<file path="config.mk">
export PLATFORM = sky130hd
export DESIGN_NAME = serial_card_unit
export DESIGN_NICKNAME = d
export VERILOG_FILES = /design/src/serial_card_pkg.sv /design/src/serial_card_unit.sv
export SDC_FILE = /design/constraint.sdc
export NUM_CORES = 1
export LEC_CHECK = 0
export ABC_AREA = 1
export BUFFER_PORTS_ARGS = -buffer_cell sky130_fd_sc_hd__buf_2
export CELL_PAD_IN_SITES_DETAIL_PLACEMENT = 1
export CELL_PAD_IN_SITES_GLOBAL_PLACEMENT = 1
export CORE_MARGIN = 5
export CORE_UTILIZATION = 41
export DETAILED_ROUTE_END_ITERATION = 8
export PLACE_DENSITY_LB_ADDON = 0.1
export SETUP_SLACK_MARGIN = 0.1
export SYNTH_ARGS = -nofsm -noshare
export SYNTH_HDL_FRONTEND = slang
export SYNTH_SLANG_ARGS = --single-unit
</file>
<file path="constraint.sdc">
create_clock -name clk -period 2.4 [get_ports clk]
set_clock_uncertainty 0.2 [all_clocks]
set_input_delay 0.36 -clock clk [delete_from_list [all_inputs] [get_ports clk]]
set_output_delay 0.36 -clock clk [all_outputs]
set_load 0.05 [all_outputs]
</file>
<file path="src/serial_card_pkg.sv">
// register map, field positions, reset values and shared types of the serial/smart card unit
// assumes a 32-bit Avalon-MM slave port with byte addresses, one register per aligned word
package serial_card_pkg;

  // register byte offsets
  localparam logic [4:0] OFF_CTRL = 5'h00;
  localparam logic [4:0] OFF_BAUD = 5'h04;
  localparam logic [4:0] OFF_TXBUF = 5'h08;
  localparam logic [4:0] OFF_RXBUF = 5'h0c;
  localparam logic [4:0] OFF_STAT = 5'h10;
  localparam logic [4:0] OFF_SCMODE = 5'h14;

  // control register fields
  localparam int CTRL_SMART = 0;
  localparam int CTRL_TXEN = 1;
  localparam int CTRL_RXEN = 2;
  localparam int CTRL_EXTCLK = 3;
  localparam logic [7:0] CTRL_RESET = 8'h00;

  // status register fields
  localparam int STAT_TXEMPTY = 0;
  localparam int STAT_TXEND = 1;
  localparam int STAT_RXFULL = 2;
  localparam int STAT_OVERRUN = 3;
  localparam int STAT_PARITY = 4;
  localparam int STAT_RETRY = 5;

  // smart card mode register
  localparam int SCM_DIR = 3;
  localparam int SCM_INV = 2;
  localparam logic [7:0] SCMODE_RESET = 8'hf2;
  localparam logic [3:0] SCMODE_RO_ONES = 4'hf;

  localparam logic [7:0] BAUD_RESET = 8'h00;

  // bit timing
  localparam logic [3:0] SAMPLE_PHASE = 4'h7;
  localparam logic [3:0] LAST_PHASE = 4'hf;
  localparam logic [2:0] SCK_HALF_LAST = 3'h7;
  localparam logic [3:0] SYNC_LAST_BIT = 4'h7;
  localparam logic [3:0] SYNC_BITS = 4'h8;
  localparam logic [3:0] SC_PARITY_BIT = 4'h9;
  localparam logic [3:0] SC_ERR_BIT = 4'ha;
  localparam logic [3:0] SC_LAST_BIT = 4'hb;

  typedef struct packed {
    logic tx_empty;
    logic tx_end;
    logic rx_full;
    logic rx_err;
  } serial_req_t;

  typedef struct packed {
    logic tx;
    logic rx;
  } dma_req_t;

  typedef enum logic [2:0] {
    TX_IDLE = 3'b001,
    TX_SHIFT = 3'b010,
    TX_GUARD = 3'b100
  } tx_state_t;

  typedef enum logic [2:0] {
    RX_IDLE = 3'b001,
    RX_SHIFT = 3'b010,
    RX_SIGNAL = 3'b100
  } rx_state_t;

endpackage

</file>
<file path="src/serial_card_unit.sv">
// serial communication unit: clock-synchronous mode and smart card (asynchronous) mode
// assumes serial pins are synchronous to clk; the smart card line is open drain with a pull-up
// outside and txd and rxd joined on the card side
//
// The implementer's own choices: the Avalon-MM slave port and the register offsets.
`timescale 1ns/1ps
module serial_card_unit #(
  parameter int unsigned BAUD_WIDTH = 8,
  parameter bit CHANNEL_ZERO = 1'b1
) (
  // clock and reset
  input wire logic clk,
  input wire logic sys_rst,
  // register bus
  input wire logic [4:0] avs_address,
  input wire logic avs_read,
  input wire logic avs_write,
  input wire logic [31:0] avs_writedata,
  input wire logic [3:0] avs_byteenable,
  output logic [31:0] avs_readdata,
  output logic avs_waitrequest,
  // power state
  input wire logic standby,
  // serial pins
  input wire logic rxd,
  output logic txd_o,
  output logic txd_oe,
  input wire logic sck_i,
  output logic sck_o,
  output logic sck_oe,
  // requests
  output serial_card_pkg::serial_req_t req,
  output serial_card_pkg::dma_req_t dma_req
);
  import serial_card_pkg::*;

  if (BAUD_WIDTH < 2 || BAUD_WIDTH > 16) begin : bad_baud_width
    $error("BAUD_WIDTH must lie between 2 and 16");
  end

  logic [7:0] ctrl_reg;
  logic [BAUD_WIDTH-1:0] baud_reg;
  logic [BAUD_WIDTH-1:0] baud_cnt_reg;
  logic [7:0] transmit_buffer_reg;
  logic [7:0] receive_buffer_reg;
  logic [3:0] smart_card_mode_reg;
  logic tx_empty_reg, rx_full_reg, overrun_reg, parity_err_reg, retry_err_reg;

  logic smart, tx_en, rx_en, ext_clk, msb_first, invert;
  assign smart = ctrl_reg[CTRL_SMART];
  assign tx_en = ctrl_reg[CTRL_TXEN];
  assign rx_en = ctrl_reg[CTRL_RXEN];
  assign ext_clk = ctrl_reg[CTRL_EXTCLK];
  assign msb_first = smart_card_mode_reg[SCM_DIR];
  assign invert = smart_card_mode_reg[SCM_INV];

  // bus access: one wait cycle, then the request is taken at the edge that sees waitrequest low
  logic taken, wr, rd;
  assign taken = (avs_read | avs_write) & ~avs_waitrequest;
  assign wr = taken & avs_write & avs_byteenable[0];
  assign rd = taken & avs_read;

  always_ff @(posedge clk) begin
    if (sys_rst) begin
      avs_waitrequest <= 1'b1;
    end else begin
      avs_waitrequest <= ~((avs_read | avs_write) & avs_waitrequest);
    end
  end

  logic [7:0] status;
  always_comb begin
    status = 8'h00;
    status[STAT_TXEMPTY] = tx_empty_reg;
    status[STAT_TXEND] = tx_end;
    status[STAT_RXFULL] = rx_full_reg;
    status[STAT_OVERRUN] = overrun_reg;
    status[STAT_PARITY] = parity_err_reg;
    status[STAT_RETRY] = retry_err_reg;
  end

  always_ff @(posedge clk) begin
    if (sys_rst) begin
      avs_readdata <= 32'h0000_0000;
    end else if (avs_read & avs_waitrequest) begin
      case (avs_address)
        OFF_CTRL: avs_readdata <= {24'h00_0000, ctrl_reg};
        OFF_BAUD: avs_readdata <= 32'(baud_reg);
        OFF_TXBUF: avs_readdata <= {24'h00_0000, transmit_buffer_reg};
        OFF_RXBUF: avs_readdata <= {24'h00_0000, receive_buffer_reg};
        OFF_STAT: avs_readdata <= {24'h00_0000, status};
        OFF_SCMODE: avs_readdata <= {24'h00_0000, SCMODE_RO_ONES, smart_card_mode_reg};
        default: avs_readdata <= 32'h0000_0000;
      endcase
    end
  end

  logic wr_txbuf, rd_rxbuf, wr_stat;
  assign wr_txbuf = wr & (avs_address == OFF_TXBUF);
  assign rd_rxbuf = rd & (avs_address == OFF_RXBUF);
  assign wr_stat = wr & (avs_address == OFF_STAT);

  always_ff @(posedge clk) begin
    if (sys_rst) begin
      ctrl_reg <= CTRL_RESET;
      baud_reg <= BAUD_WIDTH'(BAUD_RESET);
    end else if (wr && avs_address == OFF_CTRL) begin
      ctrl_reg <= avs_writedata[7:0];
    end else if (wr && avs_address == OFF_BAUD) begin
      baud_reg <= avs_writedata[BAUD_WIDTH-1:0];
    end
  end

  always_ff @(posedge clk) begin
    if (sys_rst || standby) begin
      smart_card_mode_reg <= SCMODE_RESET[3:0];
    end else if (wr && avs_address == OFF_SCMODE) begin
      smart_card_mode_reg <= avs_writedata[3:0];
    end
  end

  always_ff @(posedge clk) begin
    if (sys_rst) begin
      transmit_buffer_reg <= 8'h00;
    end else if (wr_txbuf) begin
      transmit_buffer_reg <= avs_writedata[7:0];
    end
  end

  // baud generator: one tick per 1/16 bit
  logic tick16;
  assign tick16 = (baud_cnt_reg == baud_reg);
  always_ff @(posedge clk) begin
    if (sys_rst || tick16) begin
      baud_cnt_reg <= '0;
    end else begin
      baud_cnt_reg <= baud_cnt_reg + 1'b1;
    end
  end

  tx_state_t tx_state;
  rx_state_t rx_state;
  logic [7:0] tx_sr, tx_frame;
  logic [3:0] tx_bit, tx_ph, rx_bit, rx_ph;
  logic tx_err_seen;

  // synchronous serial clock: internal runs only while there is work, idle high
  logic sync_run, sck_prev, sck_cur, sck_rise, sck_fall;
  logic [2:0] sck_ph;
  assign sync_run = ~smart & ~ext_clk & ((tx_state != TX_IDLE) | (rx_en & ~tx_en));
  assign sck_cur = ext_clk ? sck_i : sck_o;
  assign sck_rise = sck_cur & ~sck_prev;
  assign sck_fall = ~sck_cur & sck_prev;

  always_ff @(posedge clk) begin
    if (sys_rst || !sync_run) begin
      sck_o <= 1'b1;
      sck_ph <= 3'h0;
    end else if (tick16) begin
      sck_ph <= sck_ph + 1'b1;
      if (sck_ph == SCK_HALF_LAST) begin
        sck_o <= ~sck_o;
      end
    end
  end

  always_ff @(posedge clk) begin
    if (sys_rst) begin
      sck_prev <= 1'b1;
      sck_oe <= 1'b0;
    end else begin
      sck_prev <= sck_cur;
      sck_oe <= ~smart & ~ext_clk; // far end drives the pin in external mode
    end
  end

  // transmitter
  logic tx_sync_last, tx_load, tx_end, tx_retry;
  logic tx_data_bit;
  assign tx_sync_last = ~smart & (tx_state == TX_SHIFT) & sck_rise & (tx_bit == SYNC_LAST_BIT);
  assign tx_load = tx_en & ~tx_empty_reg & ((tx_state == TX_IDLE) | tx_sync_last);
  assign tx_end = tx_empty_reg & (tx_state == TX_IDLE);
  assign tx_data_bit = (msb_first ? tx_sr[7] : tx_sr[0]) ^ invert;
  assign tx_retry = smart & (tx_state == TX_GUARD) & tick16 & (tx_ph == LAST_PHASE) &
                    (tx_bit == SC_LAST_BIT) & tx_err_seen;

  function automatic logic [7:0] shift_out(input logic [7:0] sr, input logic msb);
    shift_out = msb ? {sr[6:0], 1'b0} : {1'b0, sr[7:1]};
  endfunction

  function automatic logic [7:0] shift_in(input logic [7:0] sr, input logic msb, input logic b);
    shift_in = msb ? {sr[6:0], b} : {b, sr[7:1]};
  endfunction

  always_ff @(posedge clk) begin
    if (sys_rst) begin
      tx_state <= TX_IDLE;
      tx_sr <= 8'h00;
      tx_frame <= 8'h00;
      tx_bit <= 4'h0;
      tx_ph <= 4'h0;
      tx_err_seen <= 1'b0;
    end else begin
      case (tx_state)
        TX_IDLE: begin
          if (tx_load) begin
            tx_sr <= transmit_buffer_reg;
            tx_frame <= transmit_buffer_reg;
            tx_bit <= 4'h0;
            tx_ph <= 4'h0;
            tx_err_seen <= 1'b0;
            tx_state <= TX_SHIFT;
          end
        end
        TX_SHIFT: begin
          if (smart) begin
            if (tick16) begin
              tx_ph <= tx_ph + 1'b1;
              if (tx_ph == LAST_PHASE) begin
                tx_bit <= tx_bit + 1'b1;
                if (tx_bit != 4'h0 && tx_bit <= SYNC_BITS) begin
                  tx_sr <= shift_out(tx_sr, msb_first);
                end
                if (tx_bit == SC_PARITY_BIT) begin
                  tx_state <= TX_GUARD;
                end
              end
            end
          end else begin
            if (sck_fall && tx_bit != 4'h0) begin
              tx_sr <= shift_out(tx_sr, msb_first);
            end
            if (sck_rise) begin
              tx_bit <= tx_bit + 1'b1;
              if (tx_sync_last) begin
                tx_bit <= 4'h0;
                if (tx_load) begin
                  tx_sr <= transmit_buffer_reg; // gapless next character
                  tx_frame <= transmit_buffer_reg;
                end else begin
                  tx_state <= TX_IDLE;
                end
              end
            end
          end
        end
        TX_GUARD: begin
          if (tick16) begin
            tx_ph <= tx_ph + 1'b1;
            if (tx_ph == LAST_PHASE) begin
              tx_bit <= tx_bit + 1'b1;
              if (tx_bit == SC_ERR_BIT) begin
                tx_err_seen <= ~rxd; // card pulls the line low about 11 bits in
              end
              if (tx_bit == SC_LAST_BIT) begin
                tx_bit <= 4'h0;
                tx_err_seen <= 1'b0;
                if (tx_err_seen) begin
                  tx_sr <= tx_frame;
                  tx_state <= TX_SHIFT;
                end else begin
                  tx_state <= TX_IDLE;
                end
              end
            end
          end
        end
        default: tx_state <= TX_IDLE;
      endcase
    end
  end

  // receiver
  logic rx_din, rx_sample, rx_done, rx_perr, rx_par, rx_err_drive;
  logic [7:0] rx_sr, rx_word;
  assign rx_din = rxd ^ invert;
  assign rx_sample = tick16 & (rx_ph == SAMPLE_PHASE);
  assign rx_done = (rx_state == RX_SHIFT) &
                   (smart ? (rx_sample & (rx_bit == SC_PARITY_BIT))
                          : (sck_rise & (rx_bit == SYNC_LAST_BIT)));
  assign rx_perr = smart & (rx_par ^ rxd);
  assign rx_word = smart ? rx_sr : shift_in(rx_sr, msb_first, rx_din);

  always_ff @(posedge clk) begin
    if (sys_rst) begin
      rx_state <= RX_IDLE;
      rx_sr <= 8'h00;
      rx_bit <= 4'h0;
      rx_ph <= 4'h0;
      rx_par <= 1'b0;
      rx_err_drive <= 1'b0;
    end else begin
      case (rx_state)
        RX_IDLE: begin
          rx_bit <= 4'h0;
          rx_ph <= 4'h0;
          rx_par <= 1'b0;
          rx_err_drive <= 1'b0;
          if (rx_en && (!smart || (tick16 && !rxd))) begin
            rx_state <= RX_SHIFT;
          end
        end
        RX_SHIFT: begin
          if (!rx_en) begin
            rx_state <= RX_IDLE;
          end else if (smart) begin
            if (tick16) begin
              rx_ph <= rx_ph + 1'b1;
            end
            if (rx_sample) begin
              if (rx_bit == 4'h0 && rxd) begin
                rx_state <= RX_IDLE; // glitch, not a start bit
              end else if (rx_bit != 4'h0 && rx_bit <= SYNC_BITS) begin
                rx_sr <= shift_in(rx_sr, msb_first, rx_din);
                rx_par <= rx_par ^ rxd;
              end else if (rx_bit == SC_PARITY_BIT) begin
                rx_par <= rx_perr;
              end
            end
            if (tick16 && rx_ph == LAST_PHASE) begin
              rx_bit <= rx_bit + 1'b1;
              if (rx_bit == SC_PARITY_BIT) begin
                rx_state <= RX_SIGNAL;
              end
            end
          end else if (sck_rise) begin
            rx_sr <= rx_word;
            rx_bit <= (rx_bit == SYNC_LAST_BIT) ? 4'h0 : rx_bit + 1'b1;
          end
        end
        RX_SIGNAL: begin
          if (tick16) begin
            rx_ph <= rx_ph + 1'b1;
            if (rx_ph == SAMPLE_PHASE) begin
              rx_err_drive <= (rx_bit == SC_ERR_BIT) & rx_par;
            end
            if (rx_ph == LAST_PHASE) begin
              rx_bit <= rx_bit + 1'b1;
              if (rx_bit == SC_LAST_BIT) begin
                rx_state <= RX_IDLE; // 12-bit frame incl. guard time
              end
            end
          end
        end
        default: rx_state <= RX_IDLE;
      endcase
    end
  end

  // line driver: push-pull in synchronous mode, pull-low only in smart card mode
  logic sc_low;
  always_comb begin
    sc_low = 1'b0;
    if (tx_state == TX_SHIFT) begin
      if (tx_bit == 4'h0) begin
        sc_low = 1'b1;
      end else if (tx_bit == SC_PARITY_BIT) begin
        sc_low = ~(^tx_frame);
      end else begin
        sc_low = ~tx_data_bit;
      end
    end
  end

  always_ff @(posedge clk) begin
    if (sys_rst) begin
      txd_o <= 1'b1;
      txd_oe <= 1'b0;
    end else if (smart) begin
      txd_o <= 1'b0;
      txd_oe <= sc_low | rx_err_drive;
    end else begin
      txd_o <= (tx_state == TX_SHIFT) ? tx_data_bit : 1'b1;
      txd_oe <= tx_en;
    end
  end

  // buffer flags; hardware sets win over software clears, but a transmit buffer write wins over the tx_load that sets tx_empty
  always_ff @(posedge clk) begin
    if (sys_rst) begin
      tx_empty_reg <= 1'b1;
    end else if (wr_txbuf) begin
      tx_empty_reg <= 1'b0;
    end else if (tx_load) begin
      tx_empty_reg <= 1'b1;
    end
  end

  always_ff @(posedge clk) begin
    if (sys_rst) begin
      receive_buffer_reg <= 8'h00;
      rx_full_reg <= 1'b0;
    end else if (rx_done && (!rx_full_reg || rd_rxbuf)) begin
      receive_buffer_reg <= rx_word;
      rx_full_reg <= 1'b1;
    end else if (rx_done) begin
      rx_full_reg <= 1'b1;
    end else if (rd_rxbuf) begin
      rx_full_reg <= 1'b0;
    end
  end

  always_ff @(posedge clk) begin
    if (sys_rst) begin
      overrun_reg <= 1'b0;
      parity_err_reg <= 1'b0;
      retry_err_reg <= 1'b0;
    end else begin
      if (rx_done && rx_full_reg && !rd_rxbuf) begin
        overrun_reg <= 1'b1;
      end else if (wr_stat && avs_writedata[STAT_OVERRUN]) begin
        overrun_reg <= 1'b0;
      end
      if (rx_done && rx_perr) begin
        parity_err_reg <= 1'b1;
      end else if (wr_stat && avs_writedata[STAT_PARITY]) begin
        parity_err_reg <= 1'b0;
      end
      if (tx_retry) begin
        retry_err_reg <= 1'b1;
      end else if (wr_stat && avs_writedata[STAT_RETRY]) begin
        retry_err_reg <= 1'b0;
      end
    end
  end

  always_ff @(posedge clk) begin
    if (sys_rst) begin
      req <= '0;
      dma_req <= '0;
    end else begin
      req.tx_empty <= tx_en & tx_empty_reg;
      req.tx_end <= ~smart & tx_en & tx_end;
      req.rx_full <= rx_full_reg;
      req.rx_err <= overrun_reg | (smart & (parity_err_reg | retry_err_reg));
      dma_req.tx <= (CHANNEL_ZERO | smart) & tx_en & tx_empty_reg;
      dma_req.rx <= (CHANNEL_ZERO | smart) & rx_full_reg;
    end
  end

endmodule

</file>
Yosys cells after proc, flatten, opt, wreduce, memory -nomap -nowiden
Index checks and enable logic that the tools add are counted.

word-level totals
  register bits after elaboration = 143
  input port bits = 48
  output and inout bits = 43
  word-level logic and storage cells = 330

cells by class
  $add $sub $neg = 6
  order comparisons = 2
  equality and inequality tests = 58
  muxes and demuxes = 113
  bitwise operators = 57
  reductions and logical operators = 59

operators with widths
  kind                 number
  $mux 8               25
  $mux 4               21
  $mux 3               21
  $pmux 4 s3           4
  $pmux 8 s6           1
  $and 1x1->1          35
  $ne 2x2->1 const B   17
  $mux 1               33
  $eq 4x4->1 const B   8
  $ne 3x3->1 const B   9
  $pmux 8 s3           1
  $pmux 3 s3           2
  $reduce_and 6->1     3
  $reduce_bool 2->1    9
  $logic_and 1x1->1    17
  $add 4x1->4 const B  4
  $pmux 8 s2           1
  $not 1->1            13
  $eq 4x3->1 const B   3
  $eq 5x4->1 const B   2
  $eq 5x5->1 const B   2
  $reduce_and 10->1    1
  $reduce_and 5->1     2
  $eq 3x3->1 const B   3
  26 further kinds     58

Longest topological paths before layout
  word-level depth = 11
  mapped depth = 14
  depth with buffers taken out = 14

Worst setup path after synthesis
OpenSTA, ideal clock, no wires.

  path type = reg2reg
  from = register sck_o
  to = register tx_sr[7]
  setup time = 0.112 ns
  data arrival time = 1.796 ns
  data required time = 2.088 ns
  slack = 0.293 ns
  cell stages (with the launch flop) = 10
  path buffers = 0
  period minus slack after synthesis = 2.107 ns
  cell sequence = dfxtp_1 -> inv_1 -> o21ai_1 -> inv_2 -> nor2_4 -> nand2_1 -> o21ai_0 -> o21ai_0 -> nor2_1 -> nor2_1

between the ends
  word-level cells in the longest chain between the ends = 11
  elaborated cells on any way between the ends = 17
  those cells by class = eq/ne (1); mux (7); bitwise (7); reduce/logical (2)

ends and longest elaborated chain
  element                    RTL line                 RTL
  start, declared            serial_card_unit.sv:29   output logic sck_o,
  start signal, assigned     serial_card_unit.sv:162  sck_o <= ~sck_o;
  $mux 1 (*)                 serial_card_unit.sv:151  assign sck_cur = ext_clk ? sck_i : sck_o;
  $and 1x1->1                serial_card_unit.sv:152  assign sck_rise = sck_cur & ~sck_prev;
  $and 1x1->1 (2 in series)  serial_card_unit.sv:180  assign tx_sync_last = ~smart & (tx_state == TX_SHIFT) & sck_rise & (tx_bit == SYNC_LAST_BIT);
  $or 1x1->1                 serial_card_unit.sv:181  assign tx_load = tx_en & ~tx_empty_reg & ((tx_state == TX_IDLE) | tx_sync_last);
  $and 1x1->1                serial_card_unit.sv:181
  $mux 8                     serial_card_unit.sv:237  if (tx_load) begin
  $mux 8                     serial_card_unit.sv:235  if (tx_sync_last) begin
  $mux 8                     serial_card_unit.sv:233  if (sck_rise) begin
  $mux 8                     serial_card_unit.sv:216  if (smart) begin
  $pmux 8 s3                 serial_card_unit.sv:204  case (tx_state)
  end signal, assigned       serial_card_unit.sv:207  tx_sr <= transmit_buffer_reg;
  end signal, assigned       serial_card_unit.sv:222  tx_sr <= shift_out(tx_sr, msb_first);
  end signal, assigned       serial_card_unit.sv:238  tx_sr <= transmit_buffer_reg;
  end, declared              serial_card_unit.sv:143  logic [7:0] tx_sr, tx_frame;

Mark *: on every way between the ends. The rest lies on a longest branch, timed or not.
A chain may end at the register's enable or synchronous reset.

Worst setup path after layout
  from = register tx_bit[0]
  to = register tx_state[1]

between the ends
  word-level cells in the longest chain between the ends = 6
  elaborated cells on any way between the ends = 12
  those cells by class = eq/ne (8); bitwise (3); reduce/logical (1)

ends and longest elaborated chain
  element                                                    RTL line                 RTL
  start, declared                                            serial_card_unit.sv:144  logic [3:0] tx_bit, tx_ph, rx_bit, rx_ph;
  start signal, assigned                                     serial_card_unit.sv:220  tx_bit <= tx_bit + 1'b1;
  start signal, assigned                                     serial_card_unit.sv:234  tx_bit <= tx_bit + 1'b1;
  start signal, assigned                                     serial_card_unit.sv:251  tx_bit <= tx_bit + 1'b1;
  $eq 4x3->1                                                 serial_card_unit.sv:180
  $and 1x1->1                                                serial_card_unit.sv:180
  $or 1x1->1                                                 serial_card_unit.sv:181
  $and 1x1->1                                                serial_card_unit.sv:181
  $ne 3x3->1 (no source line) or $ne 2x2->1 (tied branches)  -
  $reduce_and 10->1 (no source line) (*)                     -
  end signal, assigned                                       serial_card_unit.sv:197  tx_state <= TX_IDLE;
  end signal, assigned                                       serial_card_unit.sv:212  tx_state <= TX_SHIFT;
  end signal, assigned                                       serial_card_unit.sv:225  tx_state <= TX_GUARD;
  end, declared                                              serial_card_unit.sv:141  tx_state_t tx_state;

Marked as above.

==> results.ini <==
[timing]
fmax_ghz=0.457
max_slew.worst_pin.slew_ns=0.909
period_share_pct=91.2
drv_slew=0
max_slew_margin_pct=39.1
setup_viol=0
finalHoldViolCount=0
final.setup.tns_ns=0
holdWs_ns=0.0308
rsz0062_at_grt=yes
fin_crit_ns=2.19

[die]
die-area_um2=19100
die_h_um=138
start_util_pct=42.0
chipWidth_um=138
row_count=46
io_pins=91
coreArea_um2=16000

[cts]
clkTransAtPathRegs_ns=0.06
root_buffer=clkbuf_16
cts_buffer_depth=2
tritoncts=yes
cts_buffers=17
htreeDepth=4
clk_latency_ns=0.43
cts_sinks=119

[synthesis]
synth.yosys.warnings=0
synthCells=1020
synth_edf_count=0
synthArstFlopShare_pct=0
synthFlopType=dfxtp_1
avgSynthCellArea_um2=6.59
yosysTopAreaCellShare_pct=35.4
synth_top_cells_by_count=218 x nand2_1, 130 x inv_1, 128 x nor2_1
ys_types=46
synth-seq-cells=119
yosysMostFrequentCell=nand2_1
synth_area_um2=6720
ys_seq_area_share_pct=35.4
synth.top_cells.by_area=dfxtp_1 35%, nand2_1 12%, o21ai_0 7.4%
synth_area_leader_cell=dfxtp_1

[routing]
drt_wl_total_um=21300
drc=0
dr.pass1.iters=5
avgRoutedWirePerCell_um=16.2
ant_nets=0
via_per_inst=5.10
drtIter0Drc=407
vias=6712

[pwr]
power.density_nw_per_um2=839
power_switching_mw=2.33
pwr-share-comb_pct=26.9
pwr-share-clk_pct=39.1
p_leak_nw=3.45
p_seq_share_pct=34.1
ir_drop_uv=556
p_int_mw=4.29
swShare_pct=35.3

[worst_hold_path]
hold_path.class=in -> reg

[worst_setup_path]
cp.required_ns=2.50
endpoint_kind=flip-flop
cp_max_fo=6
worst-setup-path-type=reg -> reg
arrival_ns=2.29
critPathLaunchType=flip-flop

[grt]
grt-ovfl-total=0
antenna_found_initial=0
grt_pass1_vias=6944
grt_pass1_wl_um=35400
track_usage_pct=22.6
grt_max_degree=53

[cells_and_area]
n_fill_cell=2177
final_core_util_pct=49.3
syn_to_final_growth_pct=17.3
finalNetCount=1148
antenna-diode-count=0
stdcell_area_um2=7890
layout-drive-gt1-share_pct=15.0

[run]
maxCapViolations=0

[placed_design]
place_congestion=0.871
dpl_cell_area_um2=7230
dp_hpwl_um=16000
numPortBuffers=39

[run_status]
status=complete, no violations

## per-layer routing
layer	track usage [%]	routed length (µm)	vias to the layer above
met5	0	0	-
met4	7.12	406	0
met3	4.28	738	33
met2	36.3	9720	125
met1	30.7	10500	3171
li1	-	-	3383
## path summary, 6_finish.rpt
path	start	to	slack, ns	cells past startpoint
setup / recovery	tx_bit[0]$_SDFFE_PP0P_	tx_state[1]$_SDFFE_PP0P_	0.21	9
hold / removal	avs_writedata[7]	ctrl_reg[7]$_SDFFE_PP0P_	0.03	3
setup reg to reg	tx_bit[0]$_SDFFE_PP0P_	tx_state[1]$_SDFFE_PP0P_	0.21	9
hold reg to reg	baud_cnt_reg[0]$_SDFF_PP0_	baud_cnt_reg[0]$_SDFF_PP0_	0.27	1
## power by group through the flow
stage               Clock [mW]  Combinational [mW]  Sequential (mW)
detailed placement           0                1.76             2.30
global placement             0                1.71             2.29
floorplan                    0                1.25             2.30
CTS                       2.62                1.77             2.26
finish                    2.58                1.78             2.25
global route              2.70                2.05             2.28
## timing repair
action                     CTS  global route
hold endpoints to repair     1             0
setup endpoints to repair    1            39
pin swaps                    1             2
resized for setup            0            16
buffers inserted             2             1
hold buffers                 2             0
## logic make-up after synthesis
group / after synthesis / share of synthesized area [%]
compound gates: 234 / 19.0
xor+xnor: 14 / 1.82
fa+ha+maj: 13 / 2.42
buf+inv: 196 / 12.6
flops: 119 / 35.4
other cells: 1 / 0.0558
simple gates: 443 / 28.6
## through the flow
stage | instances | total power [mW] | worst slack (ns)
2_1_floorplan | 1043 | 3.55 | 0.293
4_1_cts | 1315 | 6.64 | 0.125
5_1_grt | 1316 | 7.03 | 0.0764
3_3_place_gp | 1279 | 4.00 | 0.174
6_report | 1316 | 6.62 | 0.212
3_5_place_dp | 1279 | 4.05 | 0.102
## layout make-up
type                            instances  area [µm²]  area share, %
Clock buffer                           18         439           5.57
Clock inverter                         14         150           1.90
Inverter                              144         541           6.85
Multi-Input combinational cell        728        3600           45.6
Sequential cell                       119        2390           30.3
Tap cell                              216         270           3.43
Timing Repair Buffer                   77         498           6.31
## worst max-delay path, stage by stage (launching register included)
cell and delay [ns]:
dfxtp_1 0.42, ha_1 0.20, inv_1 0.06, nor3_1 0.31, nor2_1 0.11, inv_1 0.14, buf_4 0.15, nand3_1 0.12
nor3_2 0.26, a21oi_1 0.10
## placed cells by master, fill, tap and decap left out, types with 3 or more instances in the layout
cell       count
nand2_1      217
inv_1        129
nor2_1       124
dfxtp_1      111
o21ai_0       99
a21oi_1       79
nand3_1       50
buf_2         39
buf_4         35
conb_1        24
o21ai_1       20
clkbuf_16     17
inv_2         15
ha_1          13
nor3_1        12
nor2_2         9
a211oi_1       9
dfxtp_2        8
xnor2_1        7
xor2_1         7
nand2_2        6
nor3b_1        5
nor2_4         4
nor3_2         4
a221oi_1       4
o22ai_1        4
clkinv_2       4
nand4_1        3
o211ai_1       3
a41oi_1        3
clkinv_4       3
(Power assumes the default switching activity.)
